File: src/core/fdt_pkg.sv
package fdt_pkg;

	localparam int NUM_CH = 5;
	localparam int COUNT_W = 24;
	localparam int DIV_W = 8;

	// byte addresses of the register map
	localparam logic [31:0] BASE_ADDR = 32'hB800_1000;
	localparam logic [31:0] FLAG_ADDR = 32'hB800_1018;
	localparam logic [NUM_CH-1:0][31:0] CTRL_ADDR = {
		32'hB800_1040, 32'hB800_1024, 32'hB800_1020, 32'hB800_1004, 32'hB800_1000};
	localparam logic [NUM_CH-1:0][31:0] RELOAD_ADDR = {
		32'hB800_1048, 32'hB800_102C, 32'hB800_1028, 32'hB800_100C, 32'hB800_1008};
	localparam logic [NUM_CH-1:0][31:0] COUNT_ADDR = {
		32'hB800_1050, 32'hB800_1034, 32'hB800_1030, 32'hB800_1014, 32'hB800_1010};

	// control word fields
	localparam int CTRL_ZERO_BIT = 31;
	localparam int CTRL_RUN_BIT = 30;
	localparam int CTRL_IRQ_BIT = 29;
	localparam int CTRL_MODE_HI = 28;
	localparam int CTRL_MODE_LO = 27;
	localparam int CTRL_CLEAR_BIT = 26;
	localparam int CTRL_ACTIVE_BIT = 25;
	localparam int CTRL_DIV_HI = 7;
	localparam int CTRL_DIV_LO = 0;

	// reset values
	localparam logic [DIV_W-1:0] DIV_RESET = 8'h05;
	localparam logic [COUNT_W-1:0] RELOAD_RESET = 24'h0000FF;
	localparam logic [COUNT_W-1:0] COUNT_RESET = 24'h0000FF;
	localparam logic [NUM_CH-1:0] FLAG_RESET = 5'h00;
	localparam logic [31:0] RDATA_RESET = 32'h0000_0000;

	typedef enum logic [1:0] {
		FDT_ONESHOT = 2'h0,
		FDT_PERIODIC = 2'h1,
		FDT_TOGGLE = 2'h2,
		FDT_RESERVED = 2'h3
	} fdt_mode_t;

endpackage

File: src/core/fdt_timer.sv
// What this block does
// - Counter-enable bit runs the down counter when set, halts it when clear.
// - With interrupts enabled, request rises when the counter decrements to zero.
// - Mode 00: one interrupt at zero, then enable clears itself.
// - Mode 01: counter reloads at each zero and interrupts every period.
// - Mode 10: request output toggles at each zero, giving a 50% square wave.
// - Writing 1 to clear bit zeroes prescaler, counter and enable; 0 does nothing.
// - Read-only active bit shows 1 while the counter runs.
// - Input clock is divided by divider value plus one; zero means undivided.
// - Counter reloads from the reload register on reaching zero.
// - Any reload-register write restarts counting from the new value.
// - Count register shows the live 24-bit count, upper bits zero.
// - Flag register bit n sets when channel n reaches zero.
// - A flag clears only by writing 1 to it; writing 0 leaves it.
// - Top bit of every control word reads zero.
// - Five channels, each with its own 24-bit counter; three request outputs.
// - Each channel counts on its own independent clock source.
// - Channels 2 to 4 share one request; channels 0 and 1 have their own.
//
// The strobed register port was decided locally.
module fdt_timer
	import fdt_pkg::*;
#(
	parameter int CH = fdt_pkg::NUM_CH
) (
	input wire logic ref_clk,
	input wire logic reset_n,
	input wire logic [fdt_pkg::NUM_CH-1:0] chan_clk_in,
	input wire logic [31:0] reg_addr,
	input wire logic [31:0] reg_wdata,
	input wire logic reg_wr,
	input wire logic reg_rd,
	output logic [31:0] reg_rdata,
	output logic irq_ch0,
	output logic irq_ch1,
	output logic irq_grp,
	output logic [fdt_pkg::NUM_CH-1:0] counter_running_out
);
	import fdt_pkg::*;

	////////////////////////////////////////////////////////////
	// reset release

	logic rst_meta_n;
	logic rst_n;

	// assertion is asynchronous, release is aligned to ref_clk
	always_ff @(posedge ref_clk or negedge reset_n) begin
		if (!reset_n) begin
			rst_meta_n <= 1'b0;
			rst_n <= 1'b0;
		end else begin
			rst_meta_n <= 1'b1;
			rst_n <= rst_meta_n;
		end
	end

	////////////////////////////////////////////////////////////
	// channel clock sources

	logic [NUM_CH-1:0] src_s1;
	logic [NUM_CH-1:0] src_s2;
	logic [NUM_CH-1:0] src_s3;
	logic [NUM_CH-1:0] src_level;
	logic [NUM_CH-1:0] src_agree;
	logic [NUM_CH-1:0] src_tick;

	// each source is a free pin, so it is sampled into ref_clk first;
	// source must stay below a quarter of ref_clk or edges are lost
	always_ff @(posedge ref_clk or negedge rst_n) begin
		if (!rst_n) begin
			src_s1 <= '0;
			src_s2 <= '0;
			src_s3 <= '0;
		end else begin
			src_s1 <= chan_clk_in;
			src_s2 <= src_s1;
			src_s3 <= src_s2;
		end
	end

	assign src_agree = ~(src_s2 ^ src_s3);

	always_ff @(posedge ref_clk or negedge rst_n) begin
		if (!rst_n) begin
			src_level <= '0;
		end else begin
			src_level <= (src_agree & src_s3) | (~src_agree & src_level);
		end
	end

	// one tick per filtered rising edge
	assign src_tick = src_agree & src_s3 & ~src_level;

	////////////////////////////////////////////////////////////
	// per-channel control state

	logic [NUM_CH-1:0] ctrl_hit;
	logic [NUM_CH-1:0] reload_hit;
	logic [NUM_CH-1:0] clear_hit;
	logic flag_hit;

	logic [NUM_CH-1:0] count_run_state;
	logic [NUM_CH-1:0] irq_allow;
	fdt_mode_t mode [NUM_CH];
	logic [DIV_W-1:0] clock_divider_value [NUM_CH];
	logic [COUNT_W-1:0] reload_value [NUM_CH];
	logic [COUNT_W-1:0] live_count [NUM_CH];
	logic [NUM_CH-1:0] zero_pulse;
	logic [NUM_CH-1:0] wave;
	logic [NUM_CH-1:0] zero_flag;
	logic [NUM_CH-1:0] irq_level;

	assign flag_hit = reg_wr && (reg_addr == FLAG_ADDR);

	genvar g;
	generate
		for (g = 0; g < NUM_CH; g++) begin : gen_ch
			assign ctrl_hit[g] = reg_wr && (reg_addr == CTRL_ADDR[g]);
			assign reload_hit[g] = reg_wr && (reg_addr == RELOAD_ADDR[g]);
			assign clear_hit[g] = ctrl_hit[g] && reg_wdata[CTRL_CLEAR_BIT];

			// a clear in the same write overrides the run bit written beside it
			always_ff @(posedge ref_clk or negedge rst_n) begin
				if (!rst_n) begin
					count_run_state[g] <= 1'b0;
				end else if (clear_hit[g]) begin
					count_run_state[g] <= 1'b0;
				end else if (ctrl_hit[g]) begin
					count_run_state[g] <= reg_wdata[CTRL_RUN_BIT];
				end else if (zero_pulse[g] && mode[g] == FDT_ONESHOT) begin
					count_run_state[g] <= 1'b0;
				end
			end

			always_ff @(posedge ref_clk or negedge rst_n) begin
				if (!rst_n) begin
					irq_allow[g] <= 1'b0;
					mode[g] <= FDT_ONESHOT;
					clock_divider_value[g] <= DIV_RESET;
				end else if (ctrl_hit[g]) begin
					irq_allow[g] <= reg_wdata[CTRL_IRQ_BIT];
					mode[g] <= fdt_mode_t'(reg_wdata[CTRL_MODE_HI:CTRL_MODE_LO]);
					clock_divider_value[g] <= reg_wdata[CTRL_DIV_HI:CTRL_DIV_LO];
				end
			end

			always_ff @(posedge ref_clk or negedge rst_n) begin
				if (!rst_n) begin
					reload_value[g] <= RELOAD_RESET;
				end else if (reload_hit[g]) begin
					reload_value[g] <= reg_wdata[COUNT_W-1:0];
				end
			end

			// toggle output state; starts low after clear so the wave is even
			always_ff @(posedge ref_clk or negedge rst_n) begin
				if (!rst_n) begin
					wave[g] <= 1'b0;
				end else if (clear_hit[g]) begin
					wave[g] <= 1'b0;
				end else if (zero_pulse[g] && mode[g] == FDT_TOGGLE) begin
					wave[g] <= ~wave[g];
				end
			end

			fdt_channel #(
				.COUNT_W(COUNT_W),
				.DIV_W(DIV_W)
			) u_channel (
				.ref_clk(ref_clk),
				.rst_n(rst_n),
				.src_tick(src_tick[g]),
				.run(count_run_state[g]),
				.divider(clock_divider_value[g]),
				.restart(reload_hit[g]),
				.restart_value(reg_wdata[COUNT_W-1:0]),
				.clear(clear_hit[g]),
				.zero_pulse(zero_pulse[g]),
				.live_count(live_count[g])
			);

			// reserved mode 11 behaves as periodic; software must not use it
			always_comb begin
				if (mode[g] == FDT_TOGGLE) begin
					irq_level[g] = wave[g] && irq_allow[g];
				end else begin
					irq_level[g] = zero_flag[g] && irq_allow[g];
				end
			end
		end
	endgenerate

	////////////////////////////////////////////////////////////
	// zero flags

	// a new zero event in the clearing cycle survives the clear
	always_ff @(posedge ref_clk or negedge rst_n) begin
		if (!rst_n) begin
			zero_flag <= FLAG_RESET;
		end else if (flag_hit) begin
			zero_flag <= (zero_flag & ~reg_wdata[NUM_CH-1:0]) | zero_pulse;
		end else begin
			zero_flag <= zero_flag | zero_pulse;
		end
	end

	////////////////////////////////////////////////////////////
	// request outputs

	always_ff @(posedge ref_clk or negedge rst_n) begin
		if (!rst_n) begin
			irq_ch0 <= 1'b0;
			irq_ch1 <= 1'b0;
			irq_grp <= 1'b0;
		end else begin
			irq_ch0 <= irq_level[0];
			irq_ch1 <= irq_level[1];
			irq_grp <= |irq_level[NUM_CH-1:2];
		end
	end

	always_ff @(posedge ref_clk or negedge rst_n) begin
		if (!rst_n) begin
			counter_running_out <= '0;
		end else begin
			counter_running_out <= count_run_state;
		end
	end

	////////////////////////////////////////////////////////////
	// read back

	logic [31:0] next_rdata;

	// unmapped addresses and the write-only clear bit read as zero
	always_comb begin
		next_rdata = RDATA_RESET;
		if (reg_addr == FLAG_ADDR) begin
			next_rdata[NUM_CH-1:0] = zero_flag;
		end
		for (int i = 0; i < NUM_CH; i++) begin
			if (reg_addr == CTRL_ADDR[i]) begin
				next_rdata[CTRL_ZERO_BIT] = 1'b0;
				next_rdata[CTRL_RUN_BIT] = count_run_state[i];
				next_rdata[CTRL_IRQ_BIT] = irq_allow[i];
				next_rdata[CTRL_MODE_HI:CTRL_MODE_LO] = mode[i];
				next_rdata[CTRL_CLEAR_BIT] = 1'b0;
				next_rdata[CTRL_ACTIVE_BIT] = count_run_state[i];
				next_rdata[CTRL_DIV_HI:CTRL_DIV_LO] = clock_divider_value[i];
			end
			if (reg_addr == RELOAD_ADDR[i]) begin
				next_rdata[COUNT_W-1:0] = reload_value[i];
			end
			if (reg_addr == COUNT_ADDR[i]) begin
				// may be stale by a cycle while running
				next_rdata[COUNT_W-1:0] = live_count[i];
			end
		end
	end

	// data stand for one cycle only, zero otherwise
	always_ff @(posedge ref_clk or negedge rst_n) begin
		if (!rst_n) begin
			reg_rdata <= RDATA_RESET;
		end else if (reg_rd) begin
			reg_rdata <= next_rdata;
		end else begin
			reg_rdata <= RDATA_RESET;
		end
	end

endmodule // fdt_timer

File: src/core/fdt_channel.sv
// prescaler and down counter of one channel
module fdt_channel #(
	parameter int COUNT_W = 24,
	parameter int DIV_W = 8
) (
	input wire logic ref_clk,
	input wire logic rst_n,
	input wire logic src_tick,
	input wire logic run,
	input wire logic [DIV_W-1:0] divider,
	input wire logic restart,
	input wire logic [COUNT_W-1:0] restart_value,
	input wire logic clear,
	output logic zero_pulse,
	output logic [COUNT_W-1:0] live_count
);
	logic [DIV_W-1:0] pre_count;
	logic [COUNT_W-1:0] reload_shadow;
	logic fire;

	assign fire = run && src_tick && (pre_count == divider);

	////////////////////////////////////////////////////////////
	always_ff @(posedge ref_clk or negedge rst_n) begin
		if (!rst_n) begin
			pre_count <= '0;
		end else if (clear || restart) begin
			pre_count <= '0;
		end else if (run && src_tick) begin
			pre_count <= fire ? '0 : DIV_W'(pre_count + 1'b1);
		end
	end

	always_ff @(posedge ref_clk or negedge rst_n) begin
		if (!rst_n) begin
			// reset branch loads constants only, never a port value
			reload_shadow <= COUNT_W'(fdt_pkg::RELOAD_RESET);
		end else if (restart) begin
			reload_shadow <= restart_value;
		end
	end

	// count steps from 1 straight to reload_shadow; it rests at zero while running only if that value is zero
	always_ff @(posedge ref_clk or negedge rst_n) begin
		if (!rst_n) begin
			live_count <= COUNT_W'(fdt_pkg::COUNT_RESET);
			zero_pulse <= 1'b0;
		end else begin
			zero_pulse <= 1'b0;
			if (clear) begin
				live_count <= '0;
			end else if (restart) begin
				live_count <= restart_value;
			end else if (fire) begin
				if (live_count <= COUNT_W'(1)) begin
					live_count <= reload_shadow;
					zero_pulse <= (live_count == COUNT_W'(1));
				end else begin
					live_count <= COUNT_W'(live_count - 1'b1);
				end
			end
		end
	end

endmodule // fdt_channel

File: config.mk
export PLATFORM = sky130hd
export DESIGN_NAME = fdt_timer
export DESIGN_NICKNAME = d
export VERILOG_FILES = /design/src/core/fdt_pkg.sv /design/src/core/fdt_timer.sv /design/src/core/fdt_channel.sv
export SDC_FILE = /design/constraint.sdc
export NUM_CORES = 1
export LEC_CHECK = 0
export BUFFER_PORTS_ARGS = -buffer_cell sky130_fd_sc_hd__buf_4
export CORE_MARGIN = 2
export CORE_UTILIZATION = 30
export DETAILED_ROUTE_END_ITERATION = 10
export PLACE_DENSITY = 0.51
export SLEW_MARGIN = 20
export SYNTH_ARGS = -nofsm -noshare
export SYNTH_HDL_FRONTEND = slang
export SYNTH_SLANG_ARGS = --single-unit
File: constraint.sdc
create_clock -name ref_clk -period 14.95 [get_ports ref_clk]
set_input_delay 0 -clock ref_clk [delete_from_list [all_inputs] [get_ports ref_clk]]
set_output_delay 0 -clock ref_clk [all_outputs]
set_load 0.01 [all_outputs]
# Word level (Yosys, flattened, before mapping)
# Cells that the tools add are included.
# op_classes
magnitude_cmp	5
bitwise	17
reduce_logical	77
add_sub_neg	10
eq_ne	31
muxes	108
# op_table
operator	count
24-bit 2-to-1 mux	30
32-bit equality test (second input constant)	16
8-bit 2-to-1 mux	20
24-bit by 1-bit equality test with 1-bit output (second input constant)	5
24-bit by 1-bit <= comparator with 1-bit output (second input constant)	5
24-bit by 1-bit subtractor with 24-bit output (second input constant)	5
1-bit 2-to-1 mux	50
1-bit logical AND	46
8-bit by 1-bit adder with 8-bit output (second input constant)	5
8-bit equality test	5
31-bit 2-to-1 mux	1
6-bit 2-to-1 mux	5
3-bit nonzero test	10
5-bit AND	4
5-bit inverter	4
2-bit nonzero test	10
5-bit OR	3
2-bit equality test (second input constant)	5
2-bit zero test	5
5-bit 2-to-1 mux	2
1-bit logical OR	5
1-bit inverter	5
5-bit XOR	1
3-bit OR reduction	1
# totals
register_bits	416
wordCells	305
out_inout_bits	40

# Longest topological paths before layout
# logic_depth
ltp_word	18
depth_mapped	10

# Hierarchy
# A second synthesis with hierarchy kept.
# hier_totals
cells_unflattened	2666
hier_area_um2	27915.5
# by_module_without_submodules
mod	cells_each	area_per_inst_um2	seq_area_each_um2	instances
fdt_timer	980	11636.2	6268.5	1
fdt_channel (gen_ch[2].u_channel ...)	333	3218.1	1446.4	2
fdt_channel (gen_ch[0].u_channel ...)	338	3204.3	1446.4	2
fdt_channel (gen_ch[4].u_channel)	344	3434.5	1446.4	1

# Worst setup path before layout
# OpenSTA, ideal clock, no wires.
# synth_path
path_type	register to register
start	register gen_ch[0].u_channel.live_count[8]
end	register gen_ch[0].u_channel.live_count[8]
required_ns	14.829
setup_time_ns	0.121
synth_period_minus_slack_ns	2.613
n_path_buf	4
slack_ns	12.337
t_arrival_ns	2.492
stages_incl_launch_ff	11
cell_sequence	dfrtp_1 > buf_2 > or4_4 > or3_1 > buf_2 > or3_1 > buf_2 > buf_6 > o21ai_0 > o21ai_0 > a22o_1
# synth_via
elab_chain_len	5
# synth_rtl
element	line	text
start, declared	fdt_channel.sv:15	output logic [COUNT_W-1:0] live_count
start signal, assigned	fdt_channel.sv:46	live_count <= COUNT_W'(fdt_pkg::COUNT_RESET);
start signal, assigned	fdt_channel.sv:53	live_count <= restart_value;
start signal, assigned	fdt_channel.sv:56	live_count <= reload_shadow;
24-bit by 1-bit subtractor with 24-bit output or 24-bit by 1-bit <= comparator with 1-bit output (tied branches)	fdt_channel.sv:59, fdt_channel.sv:55	
24-bit 2-to-1 mux *	fdt_channel.sv:55	if (live_count <= COUNT_W'(1)) begin
24-bit 2-to-1 mux *	fdt_channel.sv:54	end else if (fire) begin
24-bit 2-to-1 mux *	fdt_channel.sv:52	end else if (restart) begin
24-bit 2-to-1 mux *	fdt_channel.sv:50	if (clear) begin
# Every way passes the cells marked *; elsewhere a longest branch is shown, timed or not. The select of a mux whose other input is x is not followed.
# A chain may end at the register's enable or synchronous reset.

# Worst setup path in the final report
# layout_path
start	input port reg_addr[20]
end	register mode[3] in the netlist's numbering
# layout_via
elab_chain_len	2
# layout_rtl
element	line	text
start, declared	fdt_timer.sv:29	input wire logic [31:0] reg_addr,
32-bit equality test	fdt_timer.sv:119	assign ctrl_hit[g] = reg_wr && (reg_addr == CTRL_ADDR[g]);
1-bit logical AND	fdt_timer.sv:119	
end signal, assigned by index	fdt_timer.sv:143	mode[g] <= fdt_mode_t'(reg_wdata[CTRL_MODE_HI:CTRL_MODE_LO]);
end, declared	fdt_timer.sv:105	fdt_mode_t mode [NUM_CH];
# Every way passes these cells.

==> metrics.csv <==
stage,metric,value,unit
place,dp_cells,3567,
global_route,grt_pass1_wl,129000,um
finish,drive_above_1_share,14.5,%
clock_network,clk_pin_slew,60,ps
clock_network,cts_root_buf,clkbuf_16,
setup_path,path_max_fanout,19,
flow_run,cap_violations,0,
power,worst_ir_drop_vdd,0.0000724,V
power,p_per_area,91.4,nW/um^2
floorplan,dieWidth,280,um
setup_path,end_kind,flop,
power,total_power,0.00242,W
yosys,synth-warning-count,0,
finish,layout.nets,2776,
place,place_ws,10510,ps
setup_path,cp_cell_sequence,buf_4 > nor4_1 > nand4_1 > nor2_2 > nand3_1 > nor2_1 > mux2_2,
setup_path,r2r_cells,8,
timing,rsz0062_at_grt,no,
timing,fin_setup_tns,0,ps
timing,slew-limit-headroom,23.2,%
global_route,grt-ovfl-total,0,
setup_path,path_depth,7,
yosys,netlist_instances,2605,
place,placedInstanceArea,24500,um^2
drt,drt-initial-drc-count,2437,
finish,fillers,7722,
floorplan,dieArea,78200,um^2
timing,period_needed,3920,ps
power,power.leakage,11.5,nW
yosys,synth_cell_types,88,
setup_path,crit_type,primary input to flop,
yosys,async_reset_ff_share,100,%
floorplan,core,75600,um^2
floorplan,std_cell_rows,101,
drt,vias,20962,
clock_network,cts_num_sinks,413,
setup_path,cpPeakStageDelay,1170,ps
timing,tightest_slew,1150,ps
yosys,synth_most_common_cell,nand2_1,
finish,final-seq-area,10500,um^2
finish,fin_area,26500,um^2
timing,setup_viol_count_final,0,
drt,wl_per_cell,23.0,um
floorplan,start_util,30.2,%
drt,drc,0,
finish,multi_input_area,11600,um^2
floorplan,fp.dieH,280,um
floorplan,top_level_ports,113,
yosys,synth_edf_count,0,
timing,drv_slew,0,
yosys,yosysTopAreaCell,dfrtp_1,
worst_hold_path,hp-class,primary input to flop,
drt,wirelength,85300,um
global_route,antenna_found_initial,6,
timing,finClkSkew,17.5,ps
clock_network,clock_path_buffers,3,
finish,layoutNonFillerInstCount,3706,
timing,setup_ws,11030,ps
place,hpwl,59700,um
yosys,synth_ff_type,dfrtp_1,
timing,fmax,255,MHz
outcome,status,completed,
clock_network,numCtsBuffers,51,
yosys,synth_top_area_share,35.5,%
timing,final.period_utilization,26.2,%
global_route,grt_usage,21.5,%
clock_network,cts_tree,built,
yosys,synth_area,22800,um^2
finish,area_growth,16.4,%
drt,detail-route-antenna-nets,0,
setup_path,startpoint_type,primary input,
drt,vias_per_cell,5.66,
yosys,synth_area_per_cell,8.75,um^2
yosys,yosysSeqAreaShare,45.9,%
yosys,synth_commonest_cells,"654 x nand2_1, 323 x dfrtp_1, 175 x o21ai_0, 163 x nor2_1, 115 x clkbuf_1",
setup_path,required,15430,ps
place,place_congestion,0.920,
place,portBuffers,106,
clock_network,h-tree-depth,2,
worst_hold_path,holdPathStages,5,
timing,hold_violations,0,
yosys,synth.ff_latch_count,413,
yosys,netlist_top_cells_area,"dfrtp_1 35%, nand2_1 11%, dfstp_2 10%",
setup_path,cp_num_buf_inv,1,
global_route,grt_max_degree,158,
setup_path,worstPathArrival,4400,ps
clock_network,clock_latency,610,ps
drt,dr.pass1.iters,8,
setup_path,critPathSlowestCell,nor2_2,
setup_path,crit_family,simple AND/OR/NAND/NOR gates,
global_route,grt_pass1_vias,20087,
==> routing by layer <==
layer / wire length (um) / GRT usage [%]
met1: 36700 / 29.6
met2: 37700 / 33.0
met3: 6150 / 3.07
met4: 4730 / 11.0
met5: 34 / 0
==> sequential cells by signal, summed over array words and instances (netlist names), 10 cells and up, named ones only <==
register,flops
gen_ch.u_channel.reload_shadow,72
reload_value,48
clock_divider_value,40
gen_ch.u_channel.live_count,120
gen_ch.u_channel.pre_count,40
mode,10
reg_rdata,28
==> power by group <==
group          switching, W  internal (W)   total, W
Sequential       0.00000595       0.00112    0.00113
Combinational     0.0000579     0.0000275  0.0000854
Clock              0.000505      0.000704    0.00121
==> worst register-to-register path, stage by stage (launching register included) <==
cell     delay (ps)
dfrtp_1         480
nor4_1          610
nand4_1         440
nor3_2          850
buf_4           340
nor2_1           70
a21oi_1         120
o21ai_0          90
a22o_1          210
==> area by class of cell <==
class / instances / area share (%)
Sequential cell: 413 / 39.4
Clock inverter: 13 / 0.269
Multi-Input combinational cell: 2000 / 43.6
Inverter: 26 / 0.368
Clock buffer: 82 / 5.83
Timing Repair Buffer: 191 / 5.84
Tap cell: 978 / 4.61
Antenna cell: 3 / 0.0283
==> kinds of logic (layout without fill, tap and decap cells) <==
kind of cell / count (synthesis) / count (layout) / synth area share, %
buffers and inverters: 194 / 312 / 3.62
and+or+nand+nor: 1177 / 1177 / 23.6
xor gates and xnor gates: 150 / 150 / 5.77
DFF: 413 / 413 / 45.9
other: 2 / 7 / 0.0330
AOI/OAI and AO/OA: 610 / 610 / 18.1
muxes: 39 / 39 / 1.93
adders and majority gates: 20 / 20 / 1.10
==> timing repair <==
action / CTS / global route
buffers inserted: 0 / 0
gates resized for setup: 0 / 0
hold endpoints to repair: 335 / 0
hold buffers: 41 / 0
==> through the flow <==
stage / utilization (%) / hold slack (ps)
2_1_floorplan: - / -296
3_3_place_gp: 32.4 / -215
3_5_place_dp: 32.4 / -213
4_1_cts: 35.1 / 14.5
5_1_grt: 35.1 / 46.0
6_report: 35.1 / 43.7
==> cells in the final DEF (no fill, tap or decap), types with 23 or more instances in the layout <==
cell type	netlist	final
nand2_1	654	654
dfrtp_1	323	322
o21ai_0	175	175
nor2_1	163	160
buf_4	7	149
a21oi_1	105	105
dfstp_2	90	90
xnor2_1	77	77
xor2_1	73	73
nand3_1	61	61
a22o_1	60	60
nor3_1	59	58
clkbuf_16	0	53
o211ai_1	48	48
dlygate4sd3_1	0	41
nor4_1	36	35
mux2_2	30	30
nand4_1	28	28
inv_1	25	25
or3_1	25	25
and2_1	24	24
a222oi_1	23	23
==> path summary, 6_finish.rpt <==
| path | from | slack [ps] | end |
|---|---|---|---|
| min in group asynchronous | reset_n | 280 | rst_n |
| worst min-delay path | reg_addr[1] | 40 | gen_ch[1].u_channel.pre_count[1] |
| worst max register to register | gen_ch[2].u_channel.live_count[12] | 11630 | gen_ch[2].u_channel.live_count[8] |
| worst max-delay path | reg_addr[20] | 11030 | mode[3] |
| max in group asynchronous | rst_n | 12190 | reg_rdata[5] |
| worst min register to register | src_s1[1] | 350 | src_s2[1] |
(Power assumes the default switching activity.)
